==> config.mk <==
export PLATFORM = sky130hd
export DESIGN_NAME = envsq_core
export DESIGN_NICKNAME = d
export VERILOG_FILES = /design/src/envsq_iir.v /design/src/envsq_standby.v /design/src/envsq_core.v
export VERILOG_INCLUDE_DIRS = /design/src
export SDC_FILE = /design/constraint.sdc
export NUM_CORES = 1
export LEC_CHECK = 0
export ABC_AREA = 1
export BUFFER_PORTS_ARGS = -buffer_cell sky130_fd_sc_hd__buf_2
export CAP_MARGIN = 40
export CELL_PAD_IN_SITES_DETAIL_PLACEMENT = 0
export CELL_PAD_IN_SITES_GLOBAL_PLACEMENT = 1
export CORE_MARGIN = 4
export CORE_UTILIZATION = 34
export DETAILED_ROUTE_END_ITERATION = 8
export PLACE_DENSITY_LB_ADDON = 0.25
export SYNTH_ARGS = -nofsm -noshare
export SYNTH_HDL_FRONTEND = slang
export SYNTH_HIERARCHICAL = 1
export SYNTH_SLANG_ARGS = --single-unit
==> constraint.sdc <==
create_clock -name clock -period 4.6 [get_ports clock]
set_clock_uncertainty 0.15 [all_clocks]
set_input_delay 0.92 -clock clock [delete_from_list [all_inputs] [get_ports clock]]
set_output_delay 0.92 -clock clock [all_outputs]
set_load 0.02 [all_outputs]
==> src/envsq_defs.vh <==
// constants shared by the mode sequencer core and its helpers
// assumes a 100 MHz core clock and a 32-bit register bus
`ifndef ENVSQ_DEFS_VH
`define ENVSQ_DEFS_VH

// ****************************************
// timing
// ****************************************
`define ENVSQ_CLK_MHZ 100
`define ENVSQ_STANDBY_UNIT_US 500

// ****************************************
// register byte offsets
// ****************************************
`define ENVSQ_ADDR_CTRL_MEAS 8'h00
`define ENVSQ_ADDR_CONFIG 8'h04
`define ENVSQ_ADDR_CTRL_HUM 8'h08
`define ENVSQ_ADDR_SOFT_RESET 8'h0c
`define ENVSQ_ADDR_STATUS 8'h10
`define ENVSQ_ADDR_TEMP_DATA 8'h14
`define ENVSQ_ADDR_PRESS_DATA 8'h18
`define ENVSQ_ADDR_HUM_DATA 8'h1c

// ****************************************
// field positions
// ****************************************
`define ENVSQ_MODE_MSB 1
`define ENVSQ_MODE_LSB 0
`define ENVSQ_TOS_MSB 4
`define ENVSQ_TOS_LSB 2
`define ENVSQ_POS_MSB 7
`define ENVSQ_POS_LSB 5
`define ENVSQ_SB_MSB 2
`define ENVSQ_SB_LSB 0
`define ENVSQ_FILT_MSB 6
`define ENVSQ_FILT_LSB 4
`define ENVSQ_HOS_MSB 2
`define ENVSQ_HOS_LSB 0

// ****************************************
// encodings and reset values
// ****************************************
`define ENVSQ_MODE_IDLE 2'h0
`define ENVSQ_MODE_ONESHOT 2'h1
`define ENVSQ_MODE_ONESHOT_ALT 2'h2
`define ENVSQ_MODE_PERIODIC 2'h3
`define ENVSQ_RST_OS 3'h0
`define ENVSQ_RST_SEL 3'h0
`define ENVSQ_SOFT_RESET_KEY 8'h5a
`define ENVSQ_SKIP_MARK 20'h80000
`define ENVSQ_CH_TEMP 2'h0
`define ENVSQ_CH_PRESS 2'h1
`define ENVSQ_CH_HUM 2'h2
`define ENVSQ_RESP_OKAY 2'h0
`define ENVSQ_RESP_SLVERR 2'h2

// ****************************************
// standby lengths in half-millisecond ticks
// ****************************************
`define ENVSQ_SB_TICKS_0 11'h001
`define ENVSQ_SB_TICKS_1 11'h07d
`define ENVSQ_SB_TICKS_2 11'h0fa
`define ENVSQ_SB_TICKS_3 11'h1f4
`define ENVSQ_SB_TICKS_4 11'h3e8
`define ENVSQ_SB_TICKS_5 11'h7d0
`define ENVSQ_SB_TICKS_6 11'h014
`define ENVSQ_SB_TICKS_7 11'h028

`endif

==> src/envsq_iir.v <==
// one smoothing filter channel with its memory and output register
// assumes load and clear are one-cycle pulses on the core clock; init may be held high for several cycles
`timescale 1ns/1ps
`include "envsq_defs.vh"

module envsq_iir #(
  parameter W = 20
) (
  input wire clock,
  input wire sys_rst,
  input wire init,
  input wire clear,
  input wire load,
  input wire skip,
  input wire [2:0] coef_sel,
  input wire [W-1:0] sample,
  output reg [W-1:0] result
);

  // ****************************************
  // coefficient as a shift
  // ****************************************
  function [2:0] coef_shift;
    input [2:0] sel;
    begin
      case (sel)
        3'h0: coef_shift = 3'h0;
        3'h1: coef_shift = 3'h1;
        3'h2: coef_shift = 3'h2;
        3'h3: coef_shift = 3'h3;
        default: coef_shift = 3'h4;
      endcase
    end
  endfunction

  reg [W-1:0] mem;
  reg primed;
  wire [2:0] k = coef_shift(coef_sel);
  wire [W+4:0] acc = ({5'h0, mem} << k) - {5'h0, mem} + {5'h0, sample};
  wire [W+4:0] quot = acc >> k;
  wire [W-1:0] filt = quot[W-1:0];
  // a restart landing with a load lets this load pass through unfiltered
  wire [W-1:0] fresh = (!primed || clear || k == 3'h0) ? sample : filt;

  always @(posedge clock or posedge sys_rst) begin
    if (sys_rst) begin
      mem <= {W{1'b0}};
      primed <= 1'b0;
      result <= {W{1'b0}};
    end else if (init) begin
      mem <= {W{1'b0}};
      primed <= 1'b0;
      result <= {W{1'b0}};
    end else begin
      if (clear) begin
        primed <= 1'b0;
      end
      if (load) begin
        if (skip) begin
          result <= `ENVSQ_SKIP_MARK;
        end else begin
          mem <= fresh;
          result <= fresh;
          primed <= 1'b1;
        end
      end
    end
  end

endmodule

==> src/envsq_standby.v <==
// standby timer for periodic mode, counted in half-millisecond ticks
// assumes start is a one-cycle pulse; halt stops a running wait
`timescale 1ns/1ps
`include "envsq_defs.vh"

module envsq_standby #(
  parameter HALF_MS_CYCLES = `ENVSQ_STANDBY_UNIT_US * `ENVSQ_CLK_MHZ
) (
  input wire clock,
  input wire sys_rst,
  input wire halt,
  input wire start,
  input wire [2:0] sel,
  output reg done
);

  localparam DW = $clog2(HALF_MS_CYCLES + 1);
  localparam [31:0] DIV_LAST_W = HALF_MS_CYCLES - 1;
  localparam [DW-1:0] DIV_LAST = DIV_LAST_W[DW-1:0];

  function [10:0] sb_ticks;
    input [2:0] s;
    begin
      case (s)
        3'h0: sb_ticks = `ENVSQ_SB_TICKS_0;
        3'h1: sb_ticks = `ENVSQ_SB_TICKS_1;
        3'h2: sb_ticks = `ENVSQ_SB_TICKS_2;
        3'h3: sb_ticks = `ENVSQ_SB_TICKS_3;
        3'h4: sb_ticks = `ENVSQ_SB_TICKS_4;
        3'h5: sb_ticks = `ENVSQ_SB_TICKS_5;
        3'h6: sb_ticks = `ENVSQ_SB_TICKS_6;
        default: sb_ticks = `ENVSQ_SB_TICKS_7;
      endcase
    end
  endfunction

  reg running;
  reg [DW-1:0] div;
  reg [10:0] left;
  wire tick = running && (div == DIV_LAST);

  always @(posedge clock or posedge sys_rst) begin
    if (sys_rst) begin
      running <= 1'b0;
      div <= {DW{1'b0}};
      left <= 11'h000;
      done <= 1'b0;
    end else begin
      done <= 1'b0;
      if (halt) begin
        running <= 1'b0;
      end else if (start) begin
        running <= 1'b1;
        div <= {DW{1'b0}};
        left <= sb_ticks(sel);
      end else if (tick) begin
        div <= {DW{1'b0}};
        if (left == 11'h001) begin
          running <= 1'b0;
          done <= 1'b1;
        end else begin
          left <= left - 11'h001;
        end
      end else if (running) begin
        div <= div + {{(DW-1){1'b0}}, 1'b1};
      end
    end
  end

endmodule

==> src/envsq_core.v <==
// mode sequencer core: supply reset, operating modes, measurement period
// assumes an AXI4-Lite master on the same clock and a conversion front end
// on the same clock that answers each conv_start with one conv_done pulse
`timescale 1ns/1ps
`include "envsq_defs.vh"

module envsq_core #(
  parameter HALF_MS_CYCLES = `ENVSQ_STANDBY_UNIT_US * `ENVSQ_CLK_MHZ
) (
  input wire clock,
  input wire sys_rst,
  input wire [7:0] s_axi_awaddr,
  input wire s_axi_awvalid,
  output reg s_axi_awready,
  input wire [31:0] s_axi_wdata,
  input wire [3:0] s_axi_wstrb,
  input wire s_axi_wvalid,
  output reg s_axi_wready,
  output reg [1:0] s_axi_bresp,
  output reg s_axi_bvalid,
  input wire s_axi_bready,
  input wire [7:0] s_axi_araddr,
  input wire s_axi_arvalid,
  output reg s_axi_arready,
  output reg [31:0] s_axi_rdata,
  output reg [1:0] s_axi_rresp,
  output reg s_axi_rvalid,
  input wire s_axi_rready,
  input wire core_supply_ok,
  input wire interface_supply_ok,
  output reg iface_enable,
  output reg analog_enable,
  output reg conv_start,
  output reg [1:0] conv_channel,
  output reg [2:0] conv_oversample,
  input wire conv_done,
  input wire [19:0] conv_result
);

  localparam [3:0] S_IDLE = 4'h0;
  localparam [3:0] S_T_REQ = 4'h1;
  localparam [3:0] S_T_WAIT = 4'h2;
  localparam [3:0] S_P_REQ = 4'h3;
  localparam [3:0] S_P_WAIT = 4'h4;
  localparam [3:0] S_H_REQ = 4'h5;
  localparam [3:0] S_H_WAIT = 4'h6;
  localparam [3:0] S_FILT = 4'h7;
  localparam [3:0] S_END = 4'h8;
  localparam [3:0] S_STANDBY = 4'h9;

  function is_mapped;
    input [7:0] a;
    begin
      is_mapped = (a == `ENVSQ_ADDR_CTRL_MEAS) || (a == `ENVSQ_ADDR_CONFIG) ||
                  (a == `ENVSQ_ADDR_CTRL_HUM) || (a == `ENVSQ_ADDR_SOFT_RESET) ||
                  (a == `ENVSQ_ADDR_STATUS) || (a == `ENVSQ_ADDR_TEMP_DATA) ||
                  (a == `ENVSQ_ADDR_PRESS_DATA) || (a == `ENVSQ_ADDR_HUM_DATA);
    end
  endfunction

  function is_active_mode;
    input [1:0] m;
    begin
      is_active_mode = (m != `ENVSQ_MODE_IDLE);
    end
  endfunction

  // ****************************************
  // supply monitoring and internal reset
  // ****************************************
  reg core_s1;
  reg core_s2;
  reg io_s1;
  reg io_s2;
  reg por_done;
  reg soft_rst_req;

  always @(posedge clock or posedge sys_rst) begin
    if (sys_rst) begin
      core_s1 <= 1'b0;
      core_s2 <= 1'b0;
      io_s1 <= 1'b0;
      io_s2 <= 1'b0;
      por_done <= 1'b0;
      iface_enable <= 1'b0;
    end else begin
      core_s1 <= core_supply_ok;
      core_s2 <= core_s1;
      io_s1 <= interface_supply_ok;
      io_s2 <= io_s1;
      iface_enable <= core_s2;
      if (!core_s2) begin
        por_done <= 1'b0;
      end else if (io_s2) begin
        por_done <= 1'b1;
      end
    end
  end

  wire logic_clear = !por_done || soft_rst_req;

  // ****************************************
  // register bus slave
  // ****************************************
  reg aw_held;
  reg w_held;
  reg [7:0] aw_addr_q;
  reg [31:0] w_data_q;
  reg [3:0] w_strb_q;
  wire do_write = aw_held && w_held && !s_axi_bvalid;
  wire low_byte = w_strb_q[0];

  always @(posedge clock or posedge sys_rst) begin
    if (sys_rst) begin
      aw_held <= 1'b0;
      w_held <= 1'b0;
      aw_addr_q <= 8'h00;
      w_data_q <= 32'h00000000;
      w_strb_q <= 4'h0;
      s_axi_awready <= 1'b1;
      s_axi_wready <= 1'b1;
      s_axi_bvalid <= 1'b0;
      s_axi_bresp <= `ENVSQ_RESP_OKAY;
      soft_rst_req <= 1'b0;
    end else begin
      soft_rst_req <= 1'b0;
      if (s_axi_awvalid && s_axi_awready) begin
        aw_held <= 1'b1;
        aw_addr_q <= s_axi_awaddr;
        s_axi_awready <= 1'b0;
      end
      if (s_axi_wvalid && s_axi_wready) begin
        w_held <= 1'b1;
        w_data_q <= s_axi_wdata;
        w_strb_q <= s_axi_wstrb;
        s_axi_wready <= 1'b0;
      end
      if (do_write) begin
        aw_held <= 1'b0;
        w_held <= 1'b0;
        s_axi_bvalid <= 1'b1;
        s_axi_bresp <= is_mapped(aw_addr_q) ? `ENVSQ_RESP_OKAY : `ENVSQ_RESP_SLVERR;
        if (aw_addr_q == `ENVSQ_ADDR_SOFT_RESET && low_byte &&
            w_data_q[7:0] == `ENVSQ_SOFT_RESET_KEY) begin
          soft_rst_req <= 1'b1;
        end
      end
      if (s_axi_bvalid && s_axi_bready) begin
        s_axi_bvalid <= 1'b0;
        s_axi_awready <= 1'b1;
        s_axi_wready <= 1'b1;
      end
    end
  end

  // ****************************************
  // settings and mode requests
  // ****************************************
  reg [3:0] state;
  reg [1:0] active_mode;
  reg [1:0] pending_mode;
  reg mode_pending;
  reg [2:0] temp_os;
  reg [2:0] press_os;
  reg [2:0] hum_os;
  reg [2:0] standby_time_sel;
  reg [2:0] filter_sel;
  reg filter_clear;
  reg filt_load;
  reg sb_start;
  reg t_skip;
  reg p_skip;
  reg [19:0] raw_t;
  reg [19:0] raw_p;
  reg [15:0] hum_data;
  wire [19:0] temp_data;
  wire [19:0] press_data;
  wire sb_done;

  wire measuring = (state != S_IDLE) && (state != S_STANDBY);
  wire wr_meas = do_write && low_byte && (aw_addr_q == `ENVSQ_ADDR_CTRL_MEAS);
  wire [1:0] wr_mode = w_data_q[`ENVSQ_MODE_MSB:`ENVSQ_MODE_LSB];
  wire mode_now = wr_meas && !mode_pending && !measuring;
  wire mode_defer = wr_meas && !mode_pending && measuring;
  wire cmd_valid = mode_now || mode_pending;
  wire [1:0] cmd_mode = mode_now ? wr_mode : pending_mode;
  wire [1:0] end_mode = mode_pending ? pending_mode : active_mode;

  // ****************************************
  // measurement sequencer
  // ****************************************
  always @(posedge clock or posedge sys_rst) begin
    if (sys_rst) begin
      state <= S_IDLE;
      active_mode <= `ENVSQ_MODE_IDLE;
      pending_mode <= `ENVSQ_MODE_IDLE;
      mode_pending <= 1'b0;
      temp_os <= `ENVSQ_RST_OS;
      press_os <= `ENVSQ_RST_OS;
      hum_os <= `ENVSQ_RST_OS;
      standby_time_sel <= `ENVSQ_RST_SEL;
      filter_sel <= `ENVSQ_RST_SEL;
      filter_clear <= 1'b0;
      filt_load <= 1'b0;
      sb_start <= 1'b0;
      t_skip <= 1'b0;
      p_skip <= 1'b0;
      raw_t <= 20'h00000;
      raw_p <= 20'h00000;
      hum_data <= 16'h0000;
      conv_start <= 1'b0;
      conv_channel <= `ENVSQ_CH_TEMP;
      conv_oversample <= 3'h0;
      analog_enable <= 1'b0;
    end else if (logic_clear) begin
      state <= S_IDLE;
      active_mode <= `ENVSQ_MODE_IDLE;
      pending_mode <= `ENVSQ_MODE_IDLE;
      mode_pending <= 1'b0;
      temp_os <= `ENVSQ_RST_OS;
      press_os <= `ENVSQ_RST_OS;
      hum_os <= `ENVSQ_RST_OS;
      standby_time_sel <= `ENVSQ_RST_SEL;
      filter_sel <= `ENVSQ_RST_SEL;
      filter_clear <= 1'b0;
      filt_load <= 1'b0;
      sb_start <= 1'b0;
      t_skip <= 1'b0;
      p_skip <= 1'b0;
      raw_t <= 20'h00000;
      raw_p <= 20'h00000;
      hum_data <= 16'h0000;
      conv_start <= 1'b0;
      conv_channel <= `ENVSQ_CH_TEMP;
      conv_oversample <= 3'h0;
      analog_enable <= 1'b0;
    end else begin
      conv_start <= 1'b0;
      filt_load <= 1'b0;
      sb_start <= 1'b0;
      filter_clear <= 1'b0;
      analog_enable <= measuring;
      case (state)
        S_IDLE: begin
          if (cmd_valid) begin
            active_mode <= cmd_mode;
            mode_pending <= 1'b0;
            if (is_active_mode(cmd_mode)) begin
              state <= S_T_REQ;
            end
          end
        end
        S_STANDBY: begin
          if (cmd_valid && cmd_mode != `ENVSQ_MODE_PERIODIC) begin
            active_mode <= cmd_mode;
            mode_pending <= 1'b0;
            state <= is_active_mode(cmd_mode) ? S_T_REQ : S_IDLE;
          end else if (cmd_valid) begin
            mode_pending <= 1'b0;
          end else if (sb_done) begin
            state <= S_T_REQ;
          end
        end
        S_T_REQ: begin
          t_skip <= (temp_os == 3'h0);
          if (temp_os == 3'h0) begin
            state <= S_P_REQ;
          end else begin
            conv_start <= 1'b1;
            conv_channel <= `ENVSQ_CH_TEMP;
            conv_oversample <= temp_os;
            state <= S_T_WAIT;
          end
        end
        S_T_WAIT: begin
          if (conv_done) begin
            raw_t <= conv_result;
            state <= S_P_REQ;
          end
        end
        S_P_REQ: begin
          p_skip <= (press_os == 3'h0);
          if (press_os == 3'h0) begin
            state <= S_H_REQ;
          end else begin
            conv_start <= 1'b1;
            conv_channel <= `ENVSQ_CH_PRESS;
            conv_oversample <= press_os;
            state <= S_P_WAIT;
          end
        end
        S_P_WAIT: begin
          if (conv_done) begin
            raw_p <= conv_result;
            state <= S_H_REQ;
          end
        end
        S_H_REQ: begin
          if (hum_os == 3'h0) begin
            state <= S_FILT;
          end else begin
            conv_start <= 1'b1;
            conv_channel <= `ENVSQ_CH_HUM;
            conv_oversample <= hum_os;
            state <= S_H_WAIT;
          end
        end
        S_H_WAIT: begin
          if (conv_done) begin
            hum_data <= conv_result[15:0];
            state <= S_FILT;
          end
        end
        S_FILT: begin
          filt_load <= 1'b1;
          state <= S_END;
        end
        S_END: begin
          mode_pending <= 1'b0;
          active_mode <= end_mode;
          if (end_mode == `ENVSQ_MODE_PERIODIC) begin
            sb_start <= 1'b1;
            state <= S_STANDBY;
          end else if (is_active_mode(end_mode) && mode_pending) begin
            state <= S_T_REQ;
          end else begin
            active_mode <= `ENVSQ_MODE_IDLE;
            state <= S_IDLE;
          end
        end
        default: begin
          state <= S_IDLE;
        end
      endcase
      if (wr_meas) begin
        temp_os <= w_data_q[`ENVSQ_TOS_MSB:`ENVSQ_TOS_LSB];
        press_os <= w_data_q[`ENVSQ_POS_MSB:`ENVSQ_POS_LSB];
      end
      if (mode_defer) begin
        pending_mode <= wr_mode;
        mode_pending <= 1'b1;
      end
      if (do_write && low_byte && aw_addr_q == `ENVSQ_ADDR_CTRL_HUM && !mode_pending) begin
        hum_os <= w_data_q[`ENVSQ_HOS_MSB:`ENVSQ_HOS_LSB];
      end
      if (do_write && low_byte && aw_addr_q == `ENVSQ_ADDR_CONFIG) begin
        standby_time_sel <= w_data_q[`ENVSQ_SB_MSB:`ENVSQ_SB_LSB];
        filter_sel <= w_data_q[`ENVSQ_FILT_MSB:`ENVSQ_FILT_LSB];
        filter_clear <= 1'b1;
      end
    end
  end

  // ****************************************
  // filters and standby timer
  // ****************************************
  envsq_iir #(
    .W(20)
  ) u_temp_filt (
    .clock(clock),
    .sys_rst(sys_rst),
    .init(logic_clear),
    .clear(filter_clear),
    .load(filt_load),
    .skip(t_skip),
    .coef_sel(filter_sel),
    .sample(raw_t),
    .result(temp_data)
  );

  envsq_iir #(
    .W(20)
  ) u_press_filt (
    .clock(clock),
    .sys_rst(sys_rst),
    .init(logic_clear),
    .clear(filter_clear),
    .load(filt_load),
    .skip(p_skip),
    .coef_sel(filter_sel),
    .sample(raw_p),
    .result(press_data)
  );

  envsq_standby #(
    .HALF_MS_CYCLES(HALF_MS_CYCLES)
  ) u_standby (
    .clock(clock),
    .sys_rst(sys_rst),
    .halt(logic_clear || state != S_STANDBY),
    .start(sb_start),
    .sel(standby_time_sel),
    .done(sb_done)
  );

  // ****************************************
  // read path
  // ****************************************
  reg [31:0] rd_value;

  always @* begin
    rd_value = 32'h00000000;
    case (s_axi_araddr)
      `ENVSQ_ADDR_CTRL_MEAS: rd_value = {24'h000000, press_os, temp_os, active_mode};
      `ENVSQ_ADDR_CONFIG: rd_value = {25'h0000000, filter_sel, 1'b0, standby_time_sel};
      `ENVSQ_ADDR_CTRL_HUM: rd_value = {29'h00000000, hum_os};
      `ENVSQ_ADDR_STATUS: rd_value = {28'h0000000, active_mode, mode_pending, measuring};
      `ENVSQ_ADDR_TEMP_DATA: rd_value = {12'h000, temp_data};
      `ENVSQ_ADDR_PRESS_DATA: rd_value = {12'h000, press_data};
      `ENVSQ_ADDR_HUM_DATA: rd_value = {16'h0000, hum_data};
      default: rd_value = 32'h00000000;
    endcase
  end

  always @(posedge clock or posedge sys_rst) begin
    if (sys_rst) begin
      s_axi_arready <= 1'b1;
      s_axi_rvalid <= 1'b0;
      s_axi_rdata <= 32'h00000000;
      s_axi_rresp <= `ENVSQ_RESP_OKAY;
    end else begin
      if (s_axi_arvalid && s_axi_arready) begin
        s_axi_arready <= 1'b0;
        s_axi_rvalid <= 1'b1;
        s_axi_rdata <= rd_value;
        s_axi_rresp <= is_mapped(s_axi_araddr) ? `ENVSQ_RESP_OKAY : `ENVSQ_RESP_SLVERR;
      end else if (s_axi_rvalid && s_axi_rready) begin
        s_axi_rvalid <= 1'b0;
        s_axi_arready <= 1'b1;
      end
    end
  end

endmodule

==> metrics.csv, run 1 <==
metric,value,unit
slowest_stage,dfrtp_4,
final_common_cell,nand2_1,
synth-seq-cells,256,
worstMarginPinSlew,0.737,ns
wirelength,60200,microns
grt_max_degree,73,
fin_nets,3044,
synth_cells,2783,
clockRootBuffer,clkbuf_16,
seq_power_share,34.6,%
total_power,7.30,mW
comb_power_share,29.0,%
p_per_area,341,nW/um^2
drc,0,
status,"complete, no violations",
avgRoutedWirePerCell,16.5,microns
cts_tree,built,
relSlewSlack,50.8,%
syn2layout_area_growth,13.4,%
power_switching,2.58,mW
endpoint_kind,flop,
critical_path_class,flop to flop,
critical_path.top_delay_family,adder cells,
num_rows,86,
grt_pass1_wl,95800,microns
setup_ws,0.297,ns
setup_viol,0,
path_common_cell,nand2_1,
arrival,4.56,ns
critPathLaunchType,flop,
rr_startpoint,filter_sel[2]$_DFFE_PP0P_,
fin_crit_sh,93.5,%
yosys_warnings,6,
vdd_drop_max,303,uV
yosys.cell_types.count,59,
drive_gt1_share,10.9,%
gr-total-overflow,0,
viasPerCell,4.88,
drtIter0Drc,1263,
grt_pass1_vias,17400,
grt_antenna_before_repair,0,
switching_share,35.4,%
fin_crit,4.30,ns
cts_buffers,30,
crit_path_max_incr_delay,0.58,ns
crit_fanout,22,
coreArea,55000,sq um
synth.avg_cell_area,6.78,sq um
internal_power,4.72,mW
firstDrtPassIters,5,
io_pins,131,
hp-class,primary input to async pin,
report.final.hold_viol_count,0,
seq_area_frac_synth,34.0,%
die-width,244,microns
crit_buf_inv,4,
ant_nets,0,
cts_max_level,1,
via_count,17800,
netlist_area,18900,sq um
clk_pin_slew,0.07,ns
timing.rr.end,u_temp_filt/mem[1]$_DFFE_PP0P_,
drv_cap,0,
start_util,34.3,%
clk_latency,0.60,ns
synth_edf_count,0,
postCtsHoldBufs,0,
place.gp.congestion,0.920,
synthFlopType,dfrtp_1,
post-place-ws,0.287,ns
r2r_cells,20,
worstPathRequired,4.86,ns
dp_hpwl,47600,microns
die-area,59400,sq um
power.leakage,11.1,nW
portBuffers,89,
clock_path_buffers,3,
cts_sinks,256,
dieHeight,244,microns
fmax,232,MHz
grt_usage,19.8,%
rrSetupSlack,0.30,ns
diodes,0,
crit_chain,buf_12 -> nor2_1 -> buf_4 -> nand3_1 -> ha_1 -> inv_1 -> ha_1 -> fa_1 -> nand2_1 -> inv_1 -> nand2_1 -> nand2_2 -> xnor2_1 -> nand2_1 -> o21ai_0 -> nand2_1 -> nand2_1 -> o21ai_0 -> o211ai_1 -> o21ai_0,
finalMaxSlewViolations,0,
async_flop_share,100,%
layout_common_cells,"nand2_1, inv_1, dfrtp_1",
clkPwrFrac,36.4,%
[registers in the layout, indices dropped and copies added (netlist names), 16 cells and up]
signal,flops
raw_p,20
raw_t,20
s_axi_rdata,20
u_press_filt/mem,20
u_press_filt/result,20
u_temp_filt/mem,20
u_temp_filt/result,20
hum_data,16
u_standby/div,16
[per-layer routing]
| metal | wire length, microns | GRT usage (%) | vias up |
|---|---|---|---|
| li1 | - | - | 8986 |
| met4 | 1460 | 4.98 | 0 |
| met1 | 28500 | 28.1 | 8349 |
| met5 | 0 | 0 | - |
| met2 | 28100 | 33.0 | 352 |
| met3 | 2140 | 1.49 | 65 |
[power groups by stage]
stage | Combinational (mW) | Sequential (mW) | Clock (mW)
after floorplan | 1.53 | 2.57 | 0
after global placement | 2.10 | 2.55 | 0
after detailed placement | 2.12 | 2.56 | 0
after CTS | 2.13 | 2.52 | 2.72
after global routing | 2.42 | 2.54 | 2.81
final | 2.12 | 2.52 | 2.66
[per-stage QoR]
step | hold slack [ns] | utilization, % | instance area [sq um] | instances | TNS [ns]
floorplan | 0.181 | - | 18900 | 2796 | 0
global placement | 0.190 | 36.5 | 20100 | 3571 | 0
detailed placement | 0.191 | 36.6 | 20100 | 3573 | 0
CTS | 0.122 | 38.7 | 21300 | 3628 | 0
global route | 0.150 | 38.9 | 21400 | 3640 | -0.0217
finish | 0.151 | 38.9 | 21400 | 3640 | 0
[cells in the mapped netlist, types with 14 or more instances]
library cell	number	share of area [%]
fa_1	40	4.2
ha_1	53	3.5
nand2_2	37	1.2
clkbuf_1	38	0.76
a31oi_1	24	0.80
nand2_1	923	18
o21ai_1	23	0.61
nor2_1	155	3.1
buf_2	32	0.85
buf_4	21	0.84
a22o_1	14	0.65
nand4_1	34	1.1
nor3_1	16	0.42
dfrtp_1	253	34
nand3_1	208	5.5
inv_1	426	8.5
o21ai_0	174	4.6
o22ai_1	48	1.6
inv_2	19	0.38
a21oi_1	101	2.7
[logic make-up (layout without fill, tap and decap cells)]
| group | count (synthesis) | after routing | synth area share [%] |
|---|---|---|---|
| and+or+nand+nor | 1434 | 1434 | 32.5 |
| buffers and inverters | 547 | 643 | 11.7 |
| AOI/OAI and AO/OA | 425 | 425 | 12.7 |
| DFF | 256 | 256 | 34.0 |
| adders and majority gates | 93 | 93 | 7.76 |
| xor gates and xnor gates | 20 | 20 | 0.968 |
| muxes | 7 | 7 | 0.378 |
| other | 1 | 14 | 0.0199 |
[timing repair]
item	4_1_cts	5_1_grt
setup buffers	0	10
endpoints found under the setup margin	0	52
hold endpoints to repair	0	0
gates resized for setup	0	17
[cell type report]
class / count / area [sq um]
Inverter: 449 / 1700
Sequential cell: 256 / 6420
Clock buffer: 42 / 856
Fill cell: 5934 / 33600
Clock inverter: 13 / 260
Multi-Input combinational cell: 1993 / 10300
Timing Repair Buffer: 137 / 883
Timing Repair inverter: 2 / 15.0
Tap cell: 748 / 936
[worst max path at each step]
stage                     slack (ns)  cells past startpoint                      start                                  to
final                           0.30                     20  filter_sel[2]$_DFFE_PP0P_      u_temp_filt/mem[1]$_DFFE_PP0P_
after global routing           -0.02                     22  filter_sel[2]$_DFFE_PP0P_  u_temp_filt/result[16]$_DFFE_PP0P_
after CTS                       0.22                     19  filter_sel[1]$_DFFE_PP0P_      u_temp_filt/mem[1]$_DFFE_PP0P_
after detailed placement        0.29                     19  filter_sel[2]$_DFFE_PP0P_      u_temp_filt/mem[1]$_DFFE_PP0P_
after global placement          0.32                     16  filter_sel[2]$_DFFE_PP0P_      u_temp_filt/mem[2]$_DFFE_PP0P_
after floorplan                 0.86                     23  filter_sel[0]$_DFFE_PP0P_     u_temp_filt/mem[11]$_DFFE_PP0P_
Power figures use the tool's default switching activity.
==> run 2, diff against run 1 <==
--- a/config.mk
+++ b/config.mk
@@ -9,9 +9,6 @@
 export ABC_AREA = 1
 export BUFFER_PORTS_ARGS = -buffer_cell sky130_fd_sc_hd__buf_2
 export CAP_MARGIN = 40
-export CELL_PAD_IN_SITES_DETAIL_PLACEMENT = 0
-export CELL_PAD_IN_SITES_GLOBAL_PLACEMENT = 1
-export CORE_MARGIN = 4
 export CORE_UTILIZATION = 34
 export DETAILED_ROUTE_END_ITERATION = 8
 export PLACE_DENSITY_LB_ADDON = 0.25
==> run 2 against run 1 <==
  * Sequential power barely moved
  * Utilization barely moved
  * Sequential share of layout area rose by 0.33 points
  * Combinational power barely moved
  * Setup slack got worse by 0.034 ns
  * Via count rose by 2.8%
  * Global-route usage rose by 1.4 points
  * Hold slack improved by 0.051 ns
  * Critical path depth did not move
  * Non-clock buffer count fell by 5
==> metrics.csv, run 2 (synthesis results as in run 1) <==
metric,value,unit,change
status,"complete, no violations",,
drc,0,,unchanged
wirelength,60300,microns,+0.16%
finalMaxSlewViolations,0,,unchanged
dieHeight,238,microns,-2.5%
firstDrtPassIters,5,,unchanged
gr-total-overflow,0,,unchanged
crit_fanout,13,,-41%
fin_crit,4.34,ns,+0.0343 ns
syn2layout_area_growth,12.2,%,
io_pins,131,,unchanged
critical_path_class,flop to flop,,
p_per_area,328,nW/um^2,-3.8%
worstMarginPinSlew,0.796,ns,+0.0586 ns
die-width,238,microns,-2.5%
place.gp.congestion,0.929,,+0.95%
tns,0,ns,unchanged
arrival,4.64,ns,+0.08 ns
dp_hpwl,47200,microns,-0.81%
clock_path_buffers,3,,unchanged
endpoint_kind,flop,,
cts_max_level,1,,unchanged
final_common_cell,nand2_1,,
diodes,0,,unchanged
avgRoutedWirePerCell,16.6,microns,+0.66%
clockRootBuffer,clkbuf_16,,
clk_pin_slew,0.07,ns,about the same
coreArea,54300,sq um,-1.2%
grt_pass1_wl,95200,microns,-0.66%
fin_crit_sh,94.3,%,+0.74 points
clk_latency,0.60,ns,about the same
critPathLaunchType,flop,,
rr_startpoint,filter_sel[2]$_DFFE_PP0P_,,
relSlewSlack,46.8,%,-4.0 points
die-area,56500,sq um,-4.9%
setup_viol,0,,unchanged
worstPathRequired,4.90,ns,+0.04 ns
layout_common_cells,"nand2_1, inv_1, dfrtp_1",,
drive_gt1_share,10.6,%,-0.24 points
rrSetupSlack,0.26,ns,-0.03 ns
start_util,34.7,%,+0.40 points
crit_start,filter_sel[2]$_DFFE_PP0P_,,
grt_usage,21.2,%,+1.4 points
grt_antenna_before_repair,2,,+2
power.leakage,11.0,nW,-0.84%
grt_pass1_vias,17200,,-1.3%
report.final.hold_viol_count,0,,unchanged
viasPerCell,5.04,,+3.3%
vdd_drop_max,278,uV,-8.4%
hp-class,flop to flop,,
cts_tree,built,,
drv_cap,0,,unchanged
hold_slack,0.202,ns,+0.0509 ns
fmax,231,MHz,-0.79%
rsz0062_at_grt,no,,
hp-start,io_s1$_DFF_PP0_,,
cts_buffers,28,,-6.7%
portBuffers,89,,unchanged
drtIter0Drc,1691,,+34%
grt_max_degree,136,,+86%
via_count,18300,,+2.8%
fin_nets,3037,,-0.23%
cts_sinks,256,,unchanged
num_rows,85,,-1.2%
ant_nets,0,,unchanged
run 2: changes by cell type in the layout (fill, tap and decap cells not counted), moves of 2 or more:
| cell | delta |
|---|---|
| buf_4 | -3 |
| bufinv_16 | -4 |
| clkbuf_16 | -2 |
| clkinv_1 | -2 |
| clkinv_2 | +4 |
| o21ai_1 | -2 |
run 2: worst max-delay path, cell delays in order (launching register included):
cell and delay (ns):
dfrtp_4 0.62, nor2_2 0.35, clkinvlp_4 0.35, o22ai_1 0.20, a31oi_1 0.08, fa_1 0.49
inv_1 0.05, ha_1 0.35, nand2_1 0.18, inv_2 0.06, a21oi_2 0.23, nor2_1 0.10
nor2_1 0.13, nand2_1 0.08, nand2_2 0.09, nand2_2 0.06, o21ai_1 0.18, or2_0 0.13
nand3_1 0.12, nand2_1 0.12, nand2_1 0.06
run 2: layout make-up:
| class | instances | area (sq um) |
|---|---|---|
| Multi-Input combinational cell | 1993 | 10300 |
| Clock buffer | 39 | 792 |
| Clock inverter | 12 | 146 |
| Sequential cell | 256 | 6420 |
| Fill cell | 5801 | 33200 |
| Timing Repair inverter | 2 | 15.0 |
| Tap cell | 739 | 925 |
| Timing Repair Buffer | 132 | 830 |
| Inverter | 449 | 1700 |
run 2: power by group:
part | total [mW] | switching [mW] | internal [mW]
registers | 2.52 | 0.105 | 2.42
clock network | 2.30 | 0.981 | 1.32
logic | 2.12 | 1.46 | 0.656
total | 6.94 | 2.55 | 4.40
run 2: what timing repair did:
action / CTS / global route
hold buffers: 0 / 0
buffers inserted: 0 / 3
resized for setup: 0 / 17
endpoints found under the setup margin: 0 / 51
run 2: layer usage:
metal	part of all wire [%]	global-route usage (%)
met3	5.8	2.79
met5	0	0
met1	48	31.2
met2	44	33.1
met4	2.4	4.73
run 2: through the flow:
step	area [sq um]	util, %	power [mW]	instances	setup slack (ns)
after floorplan	18900	-	4.10	2796	0.865
after global placement	20100	37.0	4.64	3564	0.280
after detailed placement	20100	37.1	4.67	3566	0.222
after CTS	21100	38.8	6.99	3617	0.154
after global routing	21200	39.0	7.39	3622	0.0146
final	21200	39.0	6.94	3622	0.263
run 2: final timing paths:
| kind | depth (start not counted) | end |
|---|---|---|
| worst max-delay path | 20 | u_temp_filt/mem[11]$_DFFE_PP0P_ |
| worst min-delay path | 0 | io_s2$_DFF_PP0_ |
| worst min register to register | 0 | io_s2$_DFF_PP0_ |
| worst max register to register | 20 | u_temp_filt/mem[11]$_DFFE_PP0P_ |
| min in group asynchronous | 2 | s_axi_rdata[13]$_DFFE_PP0P_ |
| max in group asynchronous | 3 | filter_sel[2]$_DFFE_PP0P_ |
